File: src/core/link_test_pkg.sv
// Package for the serial link test-pattern and framing configuration block.
// Assumes one 50 MHz clock and a simple strobe-based register port.
// Functional notes
// - Five-bit test selector in low register bits; zero means normal sample transport.
// - Selector 1, 2, 3, 13, 14 emit PRBS7, PRBS15, PRBS23, PRBS9, PRBS31.
// - Selector 4 sends a ramp; selector 5 sends the transport-layer test pattern.
// - Selectors 6, 7, 16 repeat D21.5, K28.5 and K28.7 characters.
// - Selector 8 repeats the alignment sequence; selector 9 sends modified RPAT.
// - Selector 10 holds outputs low; selector 11 holds outputs high.
// - Selector 15 outputs the clock-like word 0x00ff.
// - Eight-bit identifier goes into the second multiframe of the alignment sequence.
// - First link sends the identifier; second link sends identifier plus one.
// - Identifier bit 0 is ignored and reads zero.
// - Two-bit end-of-frame selector: 0 K28.7, 1 K28.1, 2 K28.5, 3 reserved.
package link_test_pkg;
	localparam logic [9:0] ADDR_TEST_SEL = 10'h205;
	localparam logic [9:0] ADDR_DEV_ID = 10'h206;
	localparam logic [9:0] ADDR_FEND_SEL = 10'h207;
	localparam logic [9:0] ADDR_LINK_CTRL = 10'h210;
	localparam logic [7:0] RST_TEST_SEL = 8'h00;
	localparam logic [7:0] RST_DEV_ID = 8'h00;
	localparam logic [7:0] RST_FEND_SEL = 8'h00;
	localparam logic [7:0] RST_LINK_CTRL = 8'h00;
	localparam int LINK_EN_BIT = 0;
	localparam int ENC_8B10B_BIT = 1;
	localparam logic [4:0] TP_NORMAL = 5'h00;
	localparam logic [4:0] TP_PRBS7 = 5'h01;
	localparam logic [4:0] TP_PRBS15 = 5'h02;
	localparam logic [4:0] TP_PRBS23 = 5'h03;
	localparam logic [4:0] TP_RAMP = 5'h04;
	localparam logic [4:0] TP_TRANSPORT = 5'h05;
	localparam logic [4:0] TP_D215 = 5'h06;
	localparam logic [4:0] TP_K285 = 5'h07;
	localparam logic [4:0] TP_ILA = 5'h08;
	localparam logic [4:0] TP_RPAT = 5'h09;
	localparam logic [4:0] TP_LOW = 5'h0a;
	localparam logic [4:0] TP_HIGH = 5'h0b;
	localparam logic [4:0] TP_PRBS9 = 5'h0d;
	localparam logic [4:0] TP_PRBS31 = 5'h0e;
	localparam logic [4:0] TP_CLOCK = 5'h0f;
	localparam logic [4:0] TP_K287 = 5'h10;
	localparam logic [7:0] CH_D215 = 8'hb5;
	localparam logic [7:0] CH_K285 = 8'hbc;
	localparam logic [7:0] CH_K281 = 8'h3c;
	localparam logic [7:0] CH_K287 = 8'hfc;
	localparam logic [7:0] CH_K280 = 8'h1c;
	localparam logic [7:0] CH_K283 = 8'h7c;
	localparam logic [15:0] CLOCK_WORD = 16'h00ff;
	localparam logic [15:0] TRANSPORT_WORD = 16'h8001;
	localparam logic [3:0] ILA_FRAMES = 4'hf;
	localparam int FIFO_DEPTH = 4;
	localparam int WORD_W = 16;

	typedef struct packed {
		logic [15:0] data;
		logic [1:0] is_k;
	} lane_word_t;

	typedef enum logic [3:0] {
		ILA_START = 4'b0001,
		ILA_ID = 4'b0010,
		ILA_FILL = 4'b0100,
		ILA_END = 4'b1000
	} ila_state_t;
endpackage

File: src/core/link_test_fifo.sv
// Small synchronous FIFO for lane words.
// Assumes one clock domain and an asynchronous active-high reset.
`timescale 1ns/1ps
module link_test_fifo #(
	parameter int WIDTH = 18,
	parameter int DEPTH = 4
) (
	// Clock and reset.
	input wire logic i_mclk,
	input wire logic i_rst,
	// Fill side.
	input wire logic i_valid,
	output logic o_ready,
	input wire logic [WIDTH-1:0] i_data,
	// Drain side.
	output logic o_valid,
	input wire logic i_ready,
	output logic [WIDTH-1:0] o_data
);
	localparam int AW = $clog2(DEPTH);
	logic [WIDTH-1:0] mem [DEPTH];
	logic [AW:0] count;
	logic [AW:0] next_count;
	logic [AW-1:0] wr_ptr;
	logic [AW-1:0] next_wr_ptr;
	logic [AW-1:0] rd_ptr;
	logic [AW-1:0] next_rd_ptr;
	logic push;
	logic pop;

	assign o_ready = (count != DEPTH[AW:0]);
	assign o_valid = (count != '0);
	assign o_data = mem[rd_ptr];

	always_comb begin
		push = i_valid && o_ready;
		pop = o_valid && i_ready;
		next_wr_ptr = push ? AW'(wr_ptr + 1'b1) : wr_ptr;
		next_rd_ptr = pop ? AW'(rd_ptr + 1'b1) : rd_ptr;
		next_count = count;
		if (push && !pop) begin
			next_count = (AW+1)'(count + 1'b1);
		end else if (pop && !push) begin
			next_count = (AW+1)'(count - 1'b1);
		end
	end

	always_ff @(posedge i_mclk or posedge i_rst) begin
		if (i_rst) begin
			count <= '0;
			wr_ptr <= '0;
			rd_ptr <= '0;
		end else begin
			count <= next_count;
			wr_ptr <= next_wr_ptr;
			rd_ptr <= next_rd_ptr;
		end
	end

	always_ff @(posedge i_mclk) begin
		if (push) begin
			mem[wr_ptr] <= i_data;
		end
	end
endmodule // link_test_fifo

File: src/core/link_test_framer.sv
// Test-pattern selector, identifier and end-of-frame logic for two transmit links.
// Assumes sample words arrive on the clock domain and a serializer drains each link.
`timescale 1ns/1ps
module link_test_framer
	import link_test_pkg::*;
(
	// Clock and reset.
	input wire logic i_mclk,
	input wire logic i_rst,
	// Register port.
	input wire logic [9:0] i_addr,
	input wire logic [7:0] i_wdata,
	input wire logic i_wr,
	input wire logic i_rd,
	output logic [7:0] o_rdata,
	// Sample input.
	input wire logic [15:0] i_sample,
	input wire logic i_sample_valid,
	input wire logic i_frame_end,
	output logic o_sample_ready,
	// Link A and link B lane outputs.
	output lane_word_t o_lane_a,
	output lane_word_t o_lane_b,
	output logic o_lane_valid,
	input wire logic i_lane_ready
);
	logic [7:0] test_sel;
	logic [7:0] next_test_sel;
	logic [7:0] dev_id;
	logic [7:0] next_dev_id;
	logic [7:0] fend_sel;
	logic [7:0] next_fend_sel;
	logic [7:0] link_ctrl;
	logic [7:0] next_link_ctrl;
	logic [7:0] next_rdata;
	logic [4:0] mode;
	logic [30:0] lfsr;
	logic [30:0] next_lfsr;
	logic [15:0] ramp;
	logic [15:0] next_ramp;
	logic [3:0] ila_cnt;
	logic [3:0] next_ila_cnt;
	logic ila_mf;
	logic next_ila_mf;
	ila_state_t ila_st;
	ila_state_t next_ila_st;
	logic [9:0] rpat_idx;
	logic [9:0] next_rpat_idx;
	lane_word_t gen_a;
	lane_word_t gen_b;
	logic fifo_in_ready;
	logic fifo_out_valid;
	logic [35:0] fifo_out;
	logic advance;

	// Steps an LFSR of the given tap pair sixteen times; used for all PRBS widths.
	function automatic logic [30:0] prbs_step(input logic [30:0] s, input int len, input int tap);
		logic [30:0] r;
		logic fb;
		r = s;
		for (int i = 0; i < 16; i++) begin
			fb = r[len-1] ^ r[tap-1];
			r = {r[29:0], fb};
		end
		return r;
	endfunction

	function automatic lane_word_t char_word(input logic [7:0] c);
		char_word.data = {c, c};
		char_word.is_k = 2'b11;
	endfunction

	function automatic logic [7:0] fend_char(input logic [1:0] sel);
		case (sel)
			2'h1: fend_char = CH_K281;
			2'h2: fend_char = CH_K285;
			default: fend_char = CH_K287;
		endcase
	endfunction

	assign mode = test_sel[4:0];
	assign advance = fifo_in_ready;
	// In normal mode the sample source is stalled by the FIFO filling up.
	assign o_sample_ready = fifo_in_ready && (mode == TP_NORMAL);

	always_comb begin
		next_test_sel = test_sel;
		next_dev_id = dev_id;
		next_fend_sel = fend_sel;
		next_link_ctrl = link_ctrl;
		next_rdata = 8'h00;
		if (i_wr) begin
			case (i_addr)
				ADDR_TEST_SEL: next_test_sel = {3'h0, i_wdata[4:0]};
				ADDR_DEV_ID: next_dev_id = {i_wdata[7:1], 1'b0};
				ADDR_FEND_SEL: next_fend_sel = {6'h00, i_wdata[1:0]};
				ADDR_LINK_CTRL: next_link_ctrl = {6'h00, i_wdata[1:0]};
				default: ;
			endcase
		end
		if (i_rd) begin
			case (i_addr)
				ADDR_TEST_SEL: next_rdata = test_sel;
				ADDR_DEV_ID: next_rdata = dev_id;
				ADDR_FEND_SEL: next_rdata = fend_sel;
				ADDR_LINK_CTRL: next_rdata = link_ctrl;
				default: next_rdata = 8'h00;
			endcase
		end
	end

	always_ff @(posedge i_mclk or posedge i_rst) begin
		if (i_rst) begin
			test_sel <= RST_TEST_SEL;
			dev_id <= RST_DEV_ID;
			fend_sel <= RST_FEND_SEL;
			link_ctrl <= RST_LINK_CTRL;
			o_rdata <= 8'h00;
		end else begin
			test_sel <= next_test_sel;
			dev_id <= next_dev_id;
			fend_sel <= next_fend_sel;
			link_ctrl <= next_link_ctrl;
			o_rdata <= next_rdata;
		end
	end

	// Pattern generators move whenever the FIFO has room, which in test modes is each accepted word, so nothing is skipped.
	always_comb begin
		next_lfsr = lfsr;
		next_ramp = ramp;
		next_rpat_idx = rpat_idx;
		next_ila_cnt = ila_cnt;
		next_ila_mf = ila_mf;
		next_ila_st = ila_st;
		gen_a = '0;
		case (mode)
			TP_PRBS7: gen_a.data = lfsr[15:0];
			TP_PRBS9: gen_a.data = lfsr[15:0];
			TP_PRBS15: gen_a.data = lfsr[15:0];
			TP_PRBS23: gen_a.data = lfsr[15:0];
			TP_PRBS31: gen_a.data = lfsr[15:0];
			TP_RAMP: gen_a.data = ramp;
			TP_TRANSPORT: gen_a.data = ramp[0] ? TRANSPORT_WORD : ~TRANSPORT_WORD;
			TP_D215: begin
				gen_a = char_word(CH_D215);
				gen_a.is_k = 2'b00;
			end
			TP_K285: gen_a = char_word(CH_K285);
			TP_K287: gen_a = char_word(CH_K287);
			TP_RPAT: gen_a.data = {rpat_idx[9:2], ~rpat_idx[9:2]};
			TP_LOW: gen_a.data = 16'h0000;
			TP_HIGH: gen_a.data = 16'hffff;
			TP_CLOCK: gen_a.data = CLOCK_WORD;
			TP_ILA: begin
				case (ila_st)
					ILA_START: gen_a = char_word(CH_K280);
					ILA_ID: begin
						gen_a.data = {dev_id, 8'h00};
						gen_a.is_k = 2'b00;
					end
					ILA_END: gen_a = char_word(CH_K283);
					default: gen_a.data = {4'h0, ila_cnt, 8'h00};
				endcase
			end
			default: begin
				gen_a.data = i_sample;
				if (link_ctrl[ENC_8B10B_BIT] && i_frame_end) begin
					gen_a.data[7:0] = fend_char(fend_sel[1:0]);
					gen_a.is_k = 2'b01;
				end
			end
		endcase
		gen_b = gen_a;
		if (mode == TP_ILA && ila_st == ILA_ID) begin
			gen_b.data[15:8] = 8'(dev_id + 8'h01);
		end
		if (advance) begin
			case (mode)
				TP_PRBS7: next_lfsr = prbs_step(lfsr, 7, 6);
				TP_PRBS9: next_lfsr = prbs_step(lfsr, 9, 5);
				TP_PRBS15: next_lfsr = prbs_step(lfsr, 15, 14);
				TP_PRBS23: next_lfsr = prbs_step(lfsr, 23, 18);
				TP_PRBS31: next_lfsr = prbs_step(lfsr, 31, 28);
				default: next_lfsr = lfsr;
			endcase
			next_ramp = 16'(ramp + 16'h0001);
			next_rpat_idx = 10'(rpat_idx + 10'h001);
			case (ila_st)
				ILA_START: next_ila_st = (ila_mf) ? ILA_ID : ILA_FILL;
				ILA_ID: next_ila_st = ILA_FILL;
				ILA_FILL: begin
					next_ila_cnt = 4'(ila_cnt + 4'h1);
					if (ila_cnt == ILA_FRAMES) begin
						next_ila_st = ILA_END;
					end
				end
				ILA_END: begin
					next_ila_st = ILA_START;
					next_ila_cnt = 4'h0;
					next_ila_mf = ~ila_mf;
				end
				default: next_ila_st = ILA_START;
			endcase
		end
	end

	always_ff @(posedge i_mclk or posedge i_rst) begin
		if (i_rst) begin
			lfsr <= 31'h7fffffff;
			ramp <= 16'h0000;
			rpat_idx <= 10'h000;
			ila_cnt <= 4'h0;
			ila_mf <= 1'b0;
			ila_st <= ILA_START;
		end else begin
			lfsr <= next_lfsr;
			ramp <= next_ramp;
			rpat_idx <= next_rpat_idx;
			ila_cnt <= next_ila_cnt;
			ila_mf <= next_ila_mf;
			ila_st <= next_ila_st;
		end
	end

	// Test patterns free-run; only normal transport waits for a valid sample.
	link_test_fifo #(
		.WIDTH(36),
		.DEPTH(FIFO_DEPTH)
	) u_link_test_fifo (
		.i_mclk(i_mclk),
		.i_rst(i_rst),
		.i_valid((mode != TP_NORMAL) || i_sample_valid),
		.o_ready(fifo_in_ready),
		.i_data({gen_a, gen_b}),
		.o_valid(fifo_out_valid),
		.i_ready(i_lane_ready),
		.o_data(fifo_out)
	);

	assign o_lane_valid = fifo_out_valid;
	assign o_lane_a = fifo_out[35:18];
	assign o_lane_b = fifo_out[17:0];
endmodule // link_test_framer

File: config.mk
export PLATFORM = sky130hd
export DESIGN_NAME = link_test_framer
export DESIGN_NICKNAME = d
export VERILOG_FILES = /design/src/core/link_test_pkg.sv /design/src/core/link_test_fifo.sv /design/src/core/link_test_framer.sv
export SDC_FILE = /design/constraint.sdc
export NUM_CORES = 1
export LEC_CHECK = 0
export BUFFER_PORTS_ARGS = -buffer_cell sky130_fd_sc_hd__buf_2
export CAP_MARGIN = 20
export CORE_MARGIN = 2
export CORE_UTILIZATION = 62
export CTS_BUF_LIST = sky130_fd_sc_hd__clkbuf_16
export CTS_CLUSTER_SIZE = 24
export DETAILED_ROUTE_END_ITERATION = 12
export GPL_TIMING_DRIVEN = 0
export PLACE_DENSITY = 0.83
export REMOVE_ABC_BUFFERS = 1
export SYNTH_ARGS = -nofsm -noshare
export SYNTH_HDL_FRONTEND = slang
export SYNTH_SLANG_ARGS = --single-unit
File: constraint.sdc
create_clock -name i_mclk -period 4.55 [get_ports i_mclk]
set_clock_uncertainty 0.05 [all_clocks]
set_input_delay 0.2275 -clock i_mclk [delete_from_list [all_inputs] [get_ports i_mclk]]
set_output_delay 0.2275 -clock i_mclk [all_outputs]
set_load 0.02 [all_outputs]
### Word-level counts from Yosys, hierarchy flattened

Memories as Yosys holds them, arrays and structs flattened.
Index checks and enable logic that the tools add are counted.

| word-level totals | value |
|---|---|
| logic and storage cells | 174 |
| memory bits (writable) | 144 |
| output and inout port bits | 46 |
| flip-flop bits (word level) | 97 |
| bits of input ports | 41 |
| memories | 1 |

Memories:

| name | words | width | read ports | clocked after memory_dff | write ports | RTL line | RTL |
|---|---|---|---|---|---|---|---|
| u_link_test_fifo.mem | 4 | 36 | 1 | 0 | 1 | link_test_fifo.sv:21 | `logic [WIDTH-1:0] mem [DEPTH];` |

| operators by class | value |
|---|---|
| $add $sub $neg | 8 |
| reduce and logical (&&, ||, !) cells | 28 |
| multiplexer cells | 19 |
| bitwise logic cells | 76 |
| equal/unequal tests | 28 |

Operator list:

| kind | count |
|---|---|
| 16-bit case mux with 11 select lines | 1 |
| 31-bit case mux with 5 select lines | 1 |
| 1-bit XOR | 74 |
| 16-bit case mux with 3 select lines | 1 |
| 10-bit == test (second input constant) | 4 |
| 5-bit by 4-bit == test with 1-bit output (second input constant) | 7 |
| 8-bit case mux with 4 select lines | 1 |
| 5-bit by 3-bit == test with 1-bit output (second input constant) | 4 |
| 16-bit by 1-bit adder with 16-bit output (second input constant) | 1 |
| 16-bit 2-to-1 mux | 1 |
| 8-bit 2-to-1 mux | 2 |
| 8-bit case mux with 2 select lines | 1 |
| 2-bit AND reduction | 8 |
| 4-bit case mux with 3 select lines | 1 |
| 12-bit OR reduction | 1 |
| 10-bit by 1-bit adder with 10-bit output (second input constant) | 1 |
| 5-bit by 2-bit == test with 1-bit output (second input constant) | 2 |
| 10-bit 2-to-1 mux | 1 |
| 5-bit nonzero test | 2 |
| 3-bit 2-to-1 mux | 3 |
| 8-bit by 1-bit adder with 8-bit output (second input constant) | 1 |
| 4-bit == test (second input constant) | 2 |
| 8-bit inverter | 1 |
| 4-bit case mux with 2 select lines | 1 |
| 26 further kinds | 37 |

### Depth between registers and ports, before layout

Gate-level depths: netlist of run 1.

| depth | value |
|---|---|
| depth after elaboration | 7 |
| depth in mapped cells | 10 |
| depth with buffers taken out | 8 |

### Hierarchy

Synthesis of run 1 repeated with hierarchy kept, for this count alone.

| unflattened totals | value |
|---|---|
| cells, all modules | 929 |
| area total of the unflattened synthesis | 11858.9 sq um |

By module, submodules not included:

| module | times used | seq. area each (sq um) | area each (sq um) | cells each |
|---|---|---|---|---|
| link_test_framer | 1 | 2292.2 | 6234.7 | 705 |
| link_test_fifo | 1 | 4499.3 | 5624.1 | 224 |

### Least setup slack after synthesis of run 1

OpenSTA, ideal clock, no wires.

| timing path | value |
|---|---|
| path kind | reg-to-reg |
| start | register test_sel[4] |
| end | register u_link_test_fifo.count[2] |
| path buffers | 2 |
| cell stages (with the launch flop) | 11 |
| setup time | 0.079 ns |
| data arrival time | 2.258 ns |
| slack | 2.163 ns |
| cell sequence | dfrtp_1 > clkbuf_1 > buf_2 > nor3_1 > a21oi_1 > ha_1 > inv_1 > fa_1 > xor2_1 > nor2_1 > xor2_1 |

| between the ends | value |
|---|---|
| longest elaborated chain between the ends | 6 |
| elaborated cells between the ends (all ways) | 8 |

RTL lines:

| element | RTL line | RTL |
|---|---|---|
| start, declared | link_test_framer.sv:27 | `logic [7:0] test_sel;` |
| start signal, assigned | link_test_framer.sv:120 | `test_sel <= next_test_sel;` |
| 5-bit nonzero test * | link_test_framer.sv:233 | `.i_valid((mode != TP_NORMAL) \|\| i_sample_valid),` |
| 1-bit logical OR * | link_test_framer.sv:233 |  |
| 1-bit logical AND * | link_test_fifo.sv:36 | `push = i_valid && o_ready;` |
| named net u_link_test_fifo.push | link_test_fifo.sv:28 | `logic push;` |
| 1-bit logical NOT | link_test_fifo.sv:43 | `end else if (pop && !push) begin` |
| 1-bit logical AND | link_test_fifo.sv:43 |  |
| 2-bit nonzero test (no source line) | -- |  |
| end signal, assigned | link_test_fifo.sv:54 | `count <= next_count;` |
| end, declared | link_test_fifo.sv:22 | `logic [AW:0] count;` |

The timed path passes the listed nets; every way through them passes the cells marked *.
A chain may end at the register's enable or synchronous reset.

### Worst setup path after layout of run 1

| timing path | value |
|---|---|
| start | register test_sel[1] |
| end | register lfsr[19] |

| between the ends | value |
|---|---|
| longest elaborated chain between the ends | 3 |
| elaborated cells between the ends (all ways) | 7 |

RTL lines:

| element | RTL line | RTL |
|---|---|---|
| 5-bit by 4-bit == test with 1-bit output (tied with other cells) | link_test_framer.sv:179 | `case (mode)` |
| 5-bit nonzero test (no source line) * | -- |  |
| 2-bit AND reduction (no source line) * | -- |  |
| end signal, assigned | link_test_framer.sv:217 | `lfsr <= next_lfsr;` |
| end, declared | link_test_framer.sv:37 | `logic [30:0] lfsr;` |

Mark *: on every way between the ends. The rest lies on a longest branch, timed or not.

==> results.md, run 1 <==
- Worst slew margin: 0.2640
- Max stage delay on crit path: 1070 ps
- N_diodes: 0
- Post-Syn Area: 10350 um2
- Final net count: 966
- Crit. End Element: register
- CP required: 4930 ps
- Hold crit path type: in2reg
- Vias in the first global route: 7347
- Buf+Inv Stages, Crit Path: 0
- First-pass GRT wire length: 41260 um
- H-tree levels: 1
- Yosys top cell area share: 0.3019
- Synth top area cells: edfxtp_1, dfrtp_1, dfstp_2
- CP delay by family, top: flip-flops
- 1st-iter DRT viols: 854
- Routed WL: 26550 um
- Vert. Die Dim: 133.2 um
- Unique masters post-synth: 76
- Vias: 7521
- Cell taking the most area after synthesis: edfxtp_1
- Boundary pin count: 87
- Overflow after GRT: 0
- Synthesis Warnings: 0
- Core Box Area: 16470 um2
- Power per cell area: 543.7 nW/um2
- Clock tree sinks: 201
- Sequential cell area: 5592 um2
- #FFs+latches synth: 201
- Post-synth ARST share: 0.4826
- Most common cell in the netlist: edfxtp_1
- Fin crit period: 3530 ps
- Vias per cell: 6.540
- Clock latency on the worst-skew pair: 510 ps
- Leakage: 4.420 nW
- Layout cell share with drive strength beyond 1: 0.2484
- Worst IR drop on VDD: 0.0003331 V
- Global placer's final weighted congestion: 0.9470
- Sequential area share after synthesis: 0.5403
- Setup TNS: 0 ps
- Number of hold violations in the final report: 0
- Total CTS buffers: 21
- Crit-path slowest cell: dfrtp_1
- RSZ-0062 raised after global routing: false
- Clock Tree Buf Depth: 3
- Multi-input gate area: 4349 um2
- CTS tree: yes
- Worst-margin pin slew: 1104 ps
- WHS: 48.17 ps
- Run status: complete, no violations
- Final setup violation count: 0
- CP Class: reg2reg
- Period utilisation layout: 0.7757
- I/O Buffers: 86
- CP max FO: 46
- Synth Flop Type: edfxtp_1
- FMAX: 283.3 MHz
- Antenna Violating Nets Remaining: 0
- Worst Setup Start Kind: register
- Root Driver: clkbuf_16
- Drc violations: 0
- # rows: 47
- Max Slew Vio Count: 0
- CTS clk-pin slew, worst paths: 60 ps
- Total GRT Usage: 0.3025
- FILL cells: 1157
- Hpwl dp: 17250 um
- First-pass DRT Iterations: 6
- Worst path cell trace: o21bai_1, a211oi_4, nand2_2, mux2_1
- Die ar.: 17740 um2
- Initial Util: 0.6283
- Syn-to-layout area delta: 12.14%
- Top cells by count, synth: edfxtp_1, xnor2_1, dfrtp_1, nand2_1, nor2_1
- Max Cap Viol: 0
- Synthesized area per cell: 12.06 um2
- Wirelength per Cell: 23.08 um
- Largest net degree at the start of global routing: 68
- EDFF count, synth: 104
- CP arrival: 3910 ps
- Die Span X: 133.2 um
- Post-Syn Instances: 858
- Initial antenna violation count: 0
[metrics by stage]
step | total power, mW | area [um2] | std cells | utilization | worst slack (ps)
final | 6.309 | 11600 | 1150 | 0.7046 | 1020
after global routing | 6.588 | 11600 | 1150 | 0.7046 | 849.9
after CTS | 6.316 | 11580 | 1146 | 0.7031 | 1097
after detailed placement | 4.693 | 10840 | 1097 | 0.6581 | 1122
after global placement | 4.525 | 10700 | 1089 | 0.6497 | 640.2
after floorplan | 4.008 | 9992 | 783 | - | 1792
[final timing paths]
path | slack (ps) | cells after the start | to | from
setup / recovery | 1020 | 4 | lfsr[19] | test_sel[1]
hold / removal | 50 | 4 | o_rdata[7] | i_addr[3]
setup reg to reg | 1020 | 4 | lfsr[19] | test_sel[1]
hold reg to reg | 460 | 1 | ramp[7] | ramp[7]
max in group asynchronous | 3500 | 4 | lfsr[5] | i_rst
min in group asynchronous | 220 | 3 | link_ctrl[1] | i_rst
[cell usage in the layout, fill, tap and decap left out, types with 4 or more instances in the layout]
cell type / count
nand2b_1: 6
buf_8: 5
o22ai_1: 19
dfstp_2: 32
clkbuf_16: 21
o21ai_0: 16
xor2_1: 33
buf_2: 86
nor2_1: 57
mux2_2: 32
nand3_1: 19
ha_1: 9
nor3_1: 27
nor2b_1: 12
a22oi_1: 10
and2_1: 11
a31oi_1: 10
xnor2_1: 68
mux4_2: 26
o221ai_1: 4
o32a_1: 5
o21a_1: 4
and3_1: 4
dfrtp_1: 64
edfxtp_1: 104
dlygate4sd3_1: 11
a32oi_1: 4
inv_1: 19
nand4_1: 8
nor3b_1: 4
nand2_1: 57
a21oi_1: 30
o31ai_1: 13
a221oi_1: 4
clkinv_1: 4
a221o_1: 8
a22o_1: 5
[worst reg2reg max path: cells and delay by family, from the launching register on]
family	cells	cell delay (ps)
AO/OA/AOI/OAI	2	1020
flip-flops	1	1070
multiplexers	1	560
AND/OR/NAND/NOR	1	740
[area by class of cell]
type,count,area share
multi-input cells,568,0.3749
inverters,14,0.004745
repair buffers,109,0.06028
clock inverters,17,0.009166
well taps,220,0.02372
clock buffers,21,0.04529
flip-flops and latches,201,0.4819
[timing repair]
item                                    in CTS  in global routing
hold buffers                                11                  0
resized for setup                            0                  0
setup buffers                                0                  0
endpoints found under the hold margin       49                  0
endpoints found under the setup margin       0                  0
[registers in the layout, summed over array words and instances, names as in the netlist, 2 cells and up]
| signal | cells |
|---|---|
| test_sel | 5 |
| ramp | 16 |
| u_link_test_fifo.count | 3 |
| ila_st | 4 |
| o_rdata | 8 |
| lfsr | 31 |
| link_ctrl | 2 |
| u_link_test_fifo.wr_ptr | 2 |
| u_link_test_fifo.rd_ptr | 2 |
| fend_sel | 2 |
| u_link_test_fifo.mem | 104 |
| ila_cnt | 4 |
| dev_id | 7 |
| rpat_idx | 10 |
[report_power, final]
group | leakage (nW) | total, mW | internal (mW) | switching [mW]
Combinational | 1.95 | 1.98 | 0.861 | 1.12
Sequential | 2.14 | 2.74 | 2.34 | 0.402
Clock | 0.328 | 1.59 | 0.897 | 0.694
Total | 4.42 | 6.31 | 4.09 | 2.21
[layer usage]
| metal | global-route usage | part of all wire |
|---|---|---|
| met5 | 0 | 0 |
| met4 | 0.1123 | 0.039 |
| met3 | 0.05023 | 0.078 |
| met2 | 0.5259 | 0.51 |
| met1 | 0.3856 | 0.38 |
[kinds of logic (layout without fill, tap and decap cells)]
group / count (synthesis) / count (layout) / share of synthesized area
AOI/OAI and AO/OA: 163 / 163 / 0.1142
xor gates and xnor gates: 101 / 101 / 0.08550
adders and majority gates: 10 / 10 / 0.01282
buffers and inverters: 89 / 161 / 0.03930
DFF: 201 / 201 / 0.5403
muxes: 60 / 60 / 0.09348
and+or+nand+nor: 234 / 234 / 0.1144
Power figures use the tool's default switching activity.
==> inputs of run 2 (changes only) <==
Settings changed: ABC_AREA set to 1, CORE_UTILIZATION 62 to 61, PLACE_DENSITY 0.83 to 0.82.
Clock period 4.55 ns to 3.7 ns, I/O delays scaled along.
==> results.md, run 2 <==
- Worst path cell trace: clkinv_1, buf_16, o21ai_0, o22ai_1, buf_2
- Global placer's final weighted congestion: 0.9778
- Worst-margin pin slew: 1109 ps
- Wirelength per Cell: 17.27 um
- Total GRT Usage: 0.3000
- H-tree levels: 1
- Largest register by flop count: u_link_test_fifo.mem
- Vert. Die Dim: 137.1 um
- First-pass DRT Iterations: 6
- FMAX: 292.4 MHz
- Overflow after GRT: 0
- EDFF count, synth: 104
- Non-Filler Instances: 1598
- Fin crit period: 3420 ps
- Final net count: 1408
- Post_cts resized: 0
- Post-Syn Instances: 1292
- Placed insts: 1543
- Layout cell share with drive strength beyond 1: 0.1369
- Initial antenna violation count: 0
- Run status: complete, no violations
- Final Power: 8.296 mW
- Setup bufs post-CTS: 0
- CP Class: reg2out
- Max reg flops: 104
- Commonest non-fill, non-tap cells in the layout: nand2_1, nor2_1, edfxtp_1
- Unique masters post-synth: 42
- Antenna Violating Nets Remaining: 0
- Placement Cell Area: 11290 um2
- Sequential area share after synthesis: 0.5174
- I/O Buffers: 86
- CP required: 3460 ps
- Crit-path slowest cell: dfrtp_2
- Max Cap Viol: 0
- Largest net degree at the start of global routing: 72
- Vias per cell: 5.770
- Cell taking the most area after synthesis: edfxtp_1
- Die Span X: 137.1 um
- First-pass GRT wire length: 43790 um
- Yosys top cell area share: 0.2890
- Max stage delay on crit path: 950 ps
- Drc violations: 0
- Period utilisation layout: 0.9243
- Core Box Area: 17300 um2
- Syn-to-layout area delta: 13.22%
- Routed WL: 27600 um
- Root Driver: clkbuf_16
- Min setup slack post-route: 279.9 ps
- Vias in the first global route: 8614
- Post-Syn Area: 10810 um2
- Worst Setup Start Kind: register
- RSZ-0062 raised after global routing: false
- Synthesized area per cell: 8.363 um2
- 1st-iter DRT viols: 913
- Total CTS buffers: 22
- Die ar.: 18790 um2
- Worst IR drop on VDD: 0.0006899 V
- Setup TNS: 0 ps
- Post-synth ARST share: 0.4826
- Synthesis Warnings: 0
- Synth Flop Type: edfxtp_1
- #FFs+latches synth: 201
- Synth top area cells: edfxtp_1, dfrtp_1, nand2_1
- Initial Util: 0.6247
- Final Cell Area: 12230 um2
- Top cells by count, synth: nand2_1, nor2_1, edfxtp_1, inv_1, o21ai_0
- CP arrival: 3190 ps
- N_diodes: 0
- Vias: 9220
- CTS Hold Buffers Added: 15
- Power per cell area: 678.1 nW/um2
- Most common cell after layout, fill and taps aside: nand2_1
- CP max FO: 54
- Hpwl dp: 18350 um
- Leakage: 5.580 nW
- Pre-CTS setup slack: 485.1 ps
- Clock latency on the worst-skew pair: 510 ps
- Largest regs: u_link_test_fifo.mem: 104 flops, lfsr: 31 flops, ramp: 16 flops
- CTS clk-pin slew, worst paths: 60 ps
- Max Slew Vio Count: 0
- Number of hold violations in the final report: 0
- Clock Tree Buf Depth: 3
- Boundary pin count: 87
- Clock tree sinks: 201
- Hold crit path type: in2reg
- CTS tree: yes
- # rows: 48
- Crit. End Element: output pin
- Final setup violation count: 0
- Most common cell in the netlist: nand2_1
- Worst slew margin: 0.2578
[run 2: changes by cell type after synthesis, moves of 16 or more]
cell	previous run	this run
mux4_2	26	0
nor2_1	57	173
nor3_1	27	11
inv_1	14	100
xor2_1	33	50
o21ai_0	16	96
o21ai_1	1	17
xnor2_1	68	16
mux2_2	32	1
nand3_1	19	91
nand2_1	57	346
[run 2: routing by layer]
layer	vias to the layer above	GRT usage	wire, um
li1	4364	-	-
met1	4323	0.4023	11180
met2	475	0.5080	13230
met3	58	0.04259	2476
met4	0	0.09221	718
met5	-	0	0
[run 2: stage by stage]
step	util	hold slack [ps]
after floorplan	-	256.0
after global placement	0.6468	369.3
after detailed placement	0.6526	143.1
after CTS	0.7073	48.40
after global routing	0.7073	101.6
final	0.7073	61.16
[run 2: worst paths after layout]
| kind | startpoint | endpoint | slack (ps) | cells past startpoint |
|---|---|---|---|---|
| setup / recovery | u_link_test_fifo.rd_ptr[0] | o_lane_b[12] | 280 | 5 |
| hold / removal | i_sample[9] | u_link_test_fifo.mem[3][11] | 60 | 3 |
| setup reg to reg | u_link_test_fifo.count[0] | u_link_test_fifo.count[1] | 410 | 8 |
| hold reg to reg | ila_mf | ila_mf | 420 | 1 |
| max in group asynchronous | i_rst | lfsr[14] | 2720 | 4 |
| min in group asynchronous | i_rst | link_ctrl[1] | 160 | 3 |
[run 2: final cells by class]
cell class / instances / area (um2)
Sequential cell: 201 / 5592
Fill cell: 1336 / 5062
Multi-Input combinational cell: 920 / 4506
Timing Repair Buffer: 104 / 650.6
Clock buffer: 23 / 575.6
Inverter: 108 / 407.9
Tap cell: 225 / 281.5
Clock inverter: 17 / 221.5
[run 2: cells by family after synthesis]
logic type	synth area share
buffers and inverters	0.06797
xor gates and xnor gates	0.05350
adders and majority gates	0.01227
DFF	0.5174
and+or+nand+nor	0.2582
AOI/OAI and AO/OA	0.08963
muxes	0.001042
[run 2: critical path, delay by kind of cell (launching register included)]
| kind | cells | cell delay, ps |
|---|---|---|
| flip-flops | 1 | 950 |
| buffers and inverters | 3 | 1380 |
| AO/OA/AOI/OAI | 2 | 310 |
[run 2: power breakdown]
| part | total (mW) | internal [mW] | switching [mW] |
|---|---|---|---|
| logic | 2.47 | 0.783 | 1.69 |
| clock network | 2.39 | 1.48 | 0.909 |
| registers | 3.43 | 3.03 | 0.398 |
| total | 8.30 | 5.30 | 3.00 |
==> inputs of run 3 (changes only) <==
Settings changed: MAX_ROUTING_LAYER set to met4.
==> results.md, run 3 (synthesis gave the netlist of run 2 again) <==
- Run status: complete, no violations
- Setup TNS: 0 ps
- Wirelength per Cell: 16.83 um
- Max reg flops: 104
- CP required: 3460 ps
- Pre-CTS setup slack: 605.0 ps
- Worst slew margin: 0.2529
- Leakage: 5.574 nW
- Vias: 9071
- Die Span X: 137.1 um
- Final Power: 8.115 mW
- Final Cell Area: 12190 um2
- Vert. Die Dim: 137.1 um
- Fin crit period: 3440 ps
- # rows: 48
- Clock latency on the worst-skew pair: 510 ps
- Switching share of power: 0.3631
- Non-Filler Instances: 1598
- Syn-to-layout area delta: 12.79%
- Internal power: 5.169 mW
- Total GRT Usage: 0.3053
- Root Driver: clkbuf_16
- Layout cell share with drive strength beyond 1: 0.1362
- Final net count: 1409
- Vias in the first global route: 8532
- Crit. End Element: output pin
- Max Slew Vio Count: 0
- Clock tree sinks: 201
- First-pass GRT wire length: 43300 um
- Die ar.: 18790 um2
- Power per cell area: 665.8 nW/um2
- Clock Tree Buf Depth: 3
- CP Class: reg2out
- Switching power: 2.946 mW
- Comb pwr share: 0.303
- First-pass DRT Iterations: 5
- Boundary pin count: 87
- Largest register by flop count: u_link_test_fifo.mem
- RSZ-0062 raised after global routing: false
- Number of hold violations in the final report: 0
- Period utilisation layout: 0.9297
- Worst IR drop on VDD: 0.0006355 V
- WHS: 45.64 ps
- Min setup slack post-route: 260.2 ps
- Total CTS buffers: 22
- Placement Cell Area: 11300 um2
- 1st-iter DRT viols: 952
- Commonest non-fill, non-tap cells in the layout: nand2_1, nor2_1, inv_1
- Placed insts: 1544
- Final Util: 0.7046
- I/O Buffers: 86
- CP max FO: 54
- Clk pwr share: 0.276
- CTS tree: yes
- Routed WL: 26900 um
- Core Box Area: 17300 um2
- N_diodes: 0
- Overflow after GRT: 0
- CP arrival: 3200 ps
- Global placer's final weighted congestion: 1.002
- CTS clk-pin slew, worst paths: 60 ps
- Worst Setup Start Kind: register
- Antenna Violating Nets Remaining: 0
- Sequential power share: 0.421
- Largest regs: u_link_test_fifo.mem: 104 flops, lfsr: 31 flops, ramp: 16 flops
- Initial Util: 0.6247
- Worst-margin pin slew: 1117 ps
- Drc violations: 0
- Most common cell after layout, fill and taps aside: nand2_1
- H-tree levels: 1
- Initial antenna violation count: 0
- FILL cells: 1344
- Max Cap Viol: 0
- Hpwl dp: 18230 um
- Hold crit path type: in2reg
- Vias per cell: 5.676
- FMAX: 290.7 MHz
- Final setup violation count: 0
- Largest net degree at the start of global routing: 68
[run 3: timing repair]
action / in CTS / in global routing
hold buffers: 14 / 0
endpoints found under the setup margin: 0 / 4
setup buffers: 0 / 0
gates resized for setup: 0 / 1
endpoints found under the hold margin: 55 / 0
[run 3: final cells by class]
class	count	area, um2	area share
Inverter	108	411.6	0.03377
Tap cell	225	281.5	0.02310
Clock buffer	23	575.6	0.04722
Sequential cell	201	5592	0.4588
Multi-Input combinational cell	920	4501	0.3693
Timing Repair Buffer	105	663.1	0.05441
Clock inverter	16	163.9	0.01345
[run 3: path summary, 6_finish.rpt]
check | start | to | slack, ps | depth (start not counted)
min | i_sample[2] | u_link_test_fifo.mem[3][22] | 50 | 3
min reg2reg | ila_mf | ila_mf | 420 | 1
min in group asynchronous | i_rst | link_ctrl[1] | 190 | 3
max | u_link_test_fifo.rd_ptr[0] | o_lane_b[12] | 260 | 5
max reg2reg | u_link_test_fifo.count[0] | u_link_test_fifo.count[1] | 560 | 8
max in group asynchronous | i_rst | lfsr[3] | 2690 | 4
[run 3: worst max-delay path, cell delays in order, from the launching register on]
cell and delay (ps):
dfrtp_2 960, clkinvlp_4 740, buf_16 360, o21ai_0 250, o22ai_1 160, buf_2 190
[run 3: power groups by stage]
stage          clock, mW  sequential, mW  combinational [mW]
2_1_floorplan          0            3.32                1.65
3_3_place_gp           0            3.44                2.28
3_5_place_dp           0            3.43                2.45
4_1_cts             2.27            3.41                2.48
5_1_grt             2.35            3.47                2.75
6_report            2.24            3.42                2.46
[run 3: routing by layer]
layer  global-route usage  wire length, um  vias up
met5                    -                0        -
met4               0.1031              856        0
met3              0.04074             2158       66
met2               0.4876            12510      402
met1               0.4062            11370     4232
li1                     -                -     4371
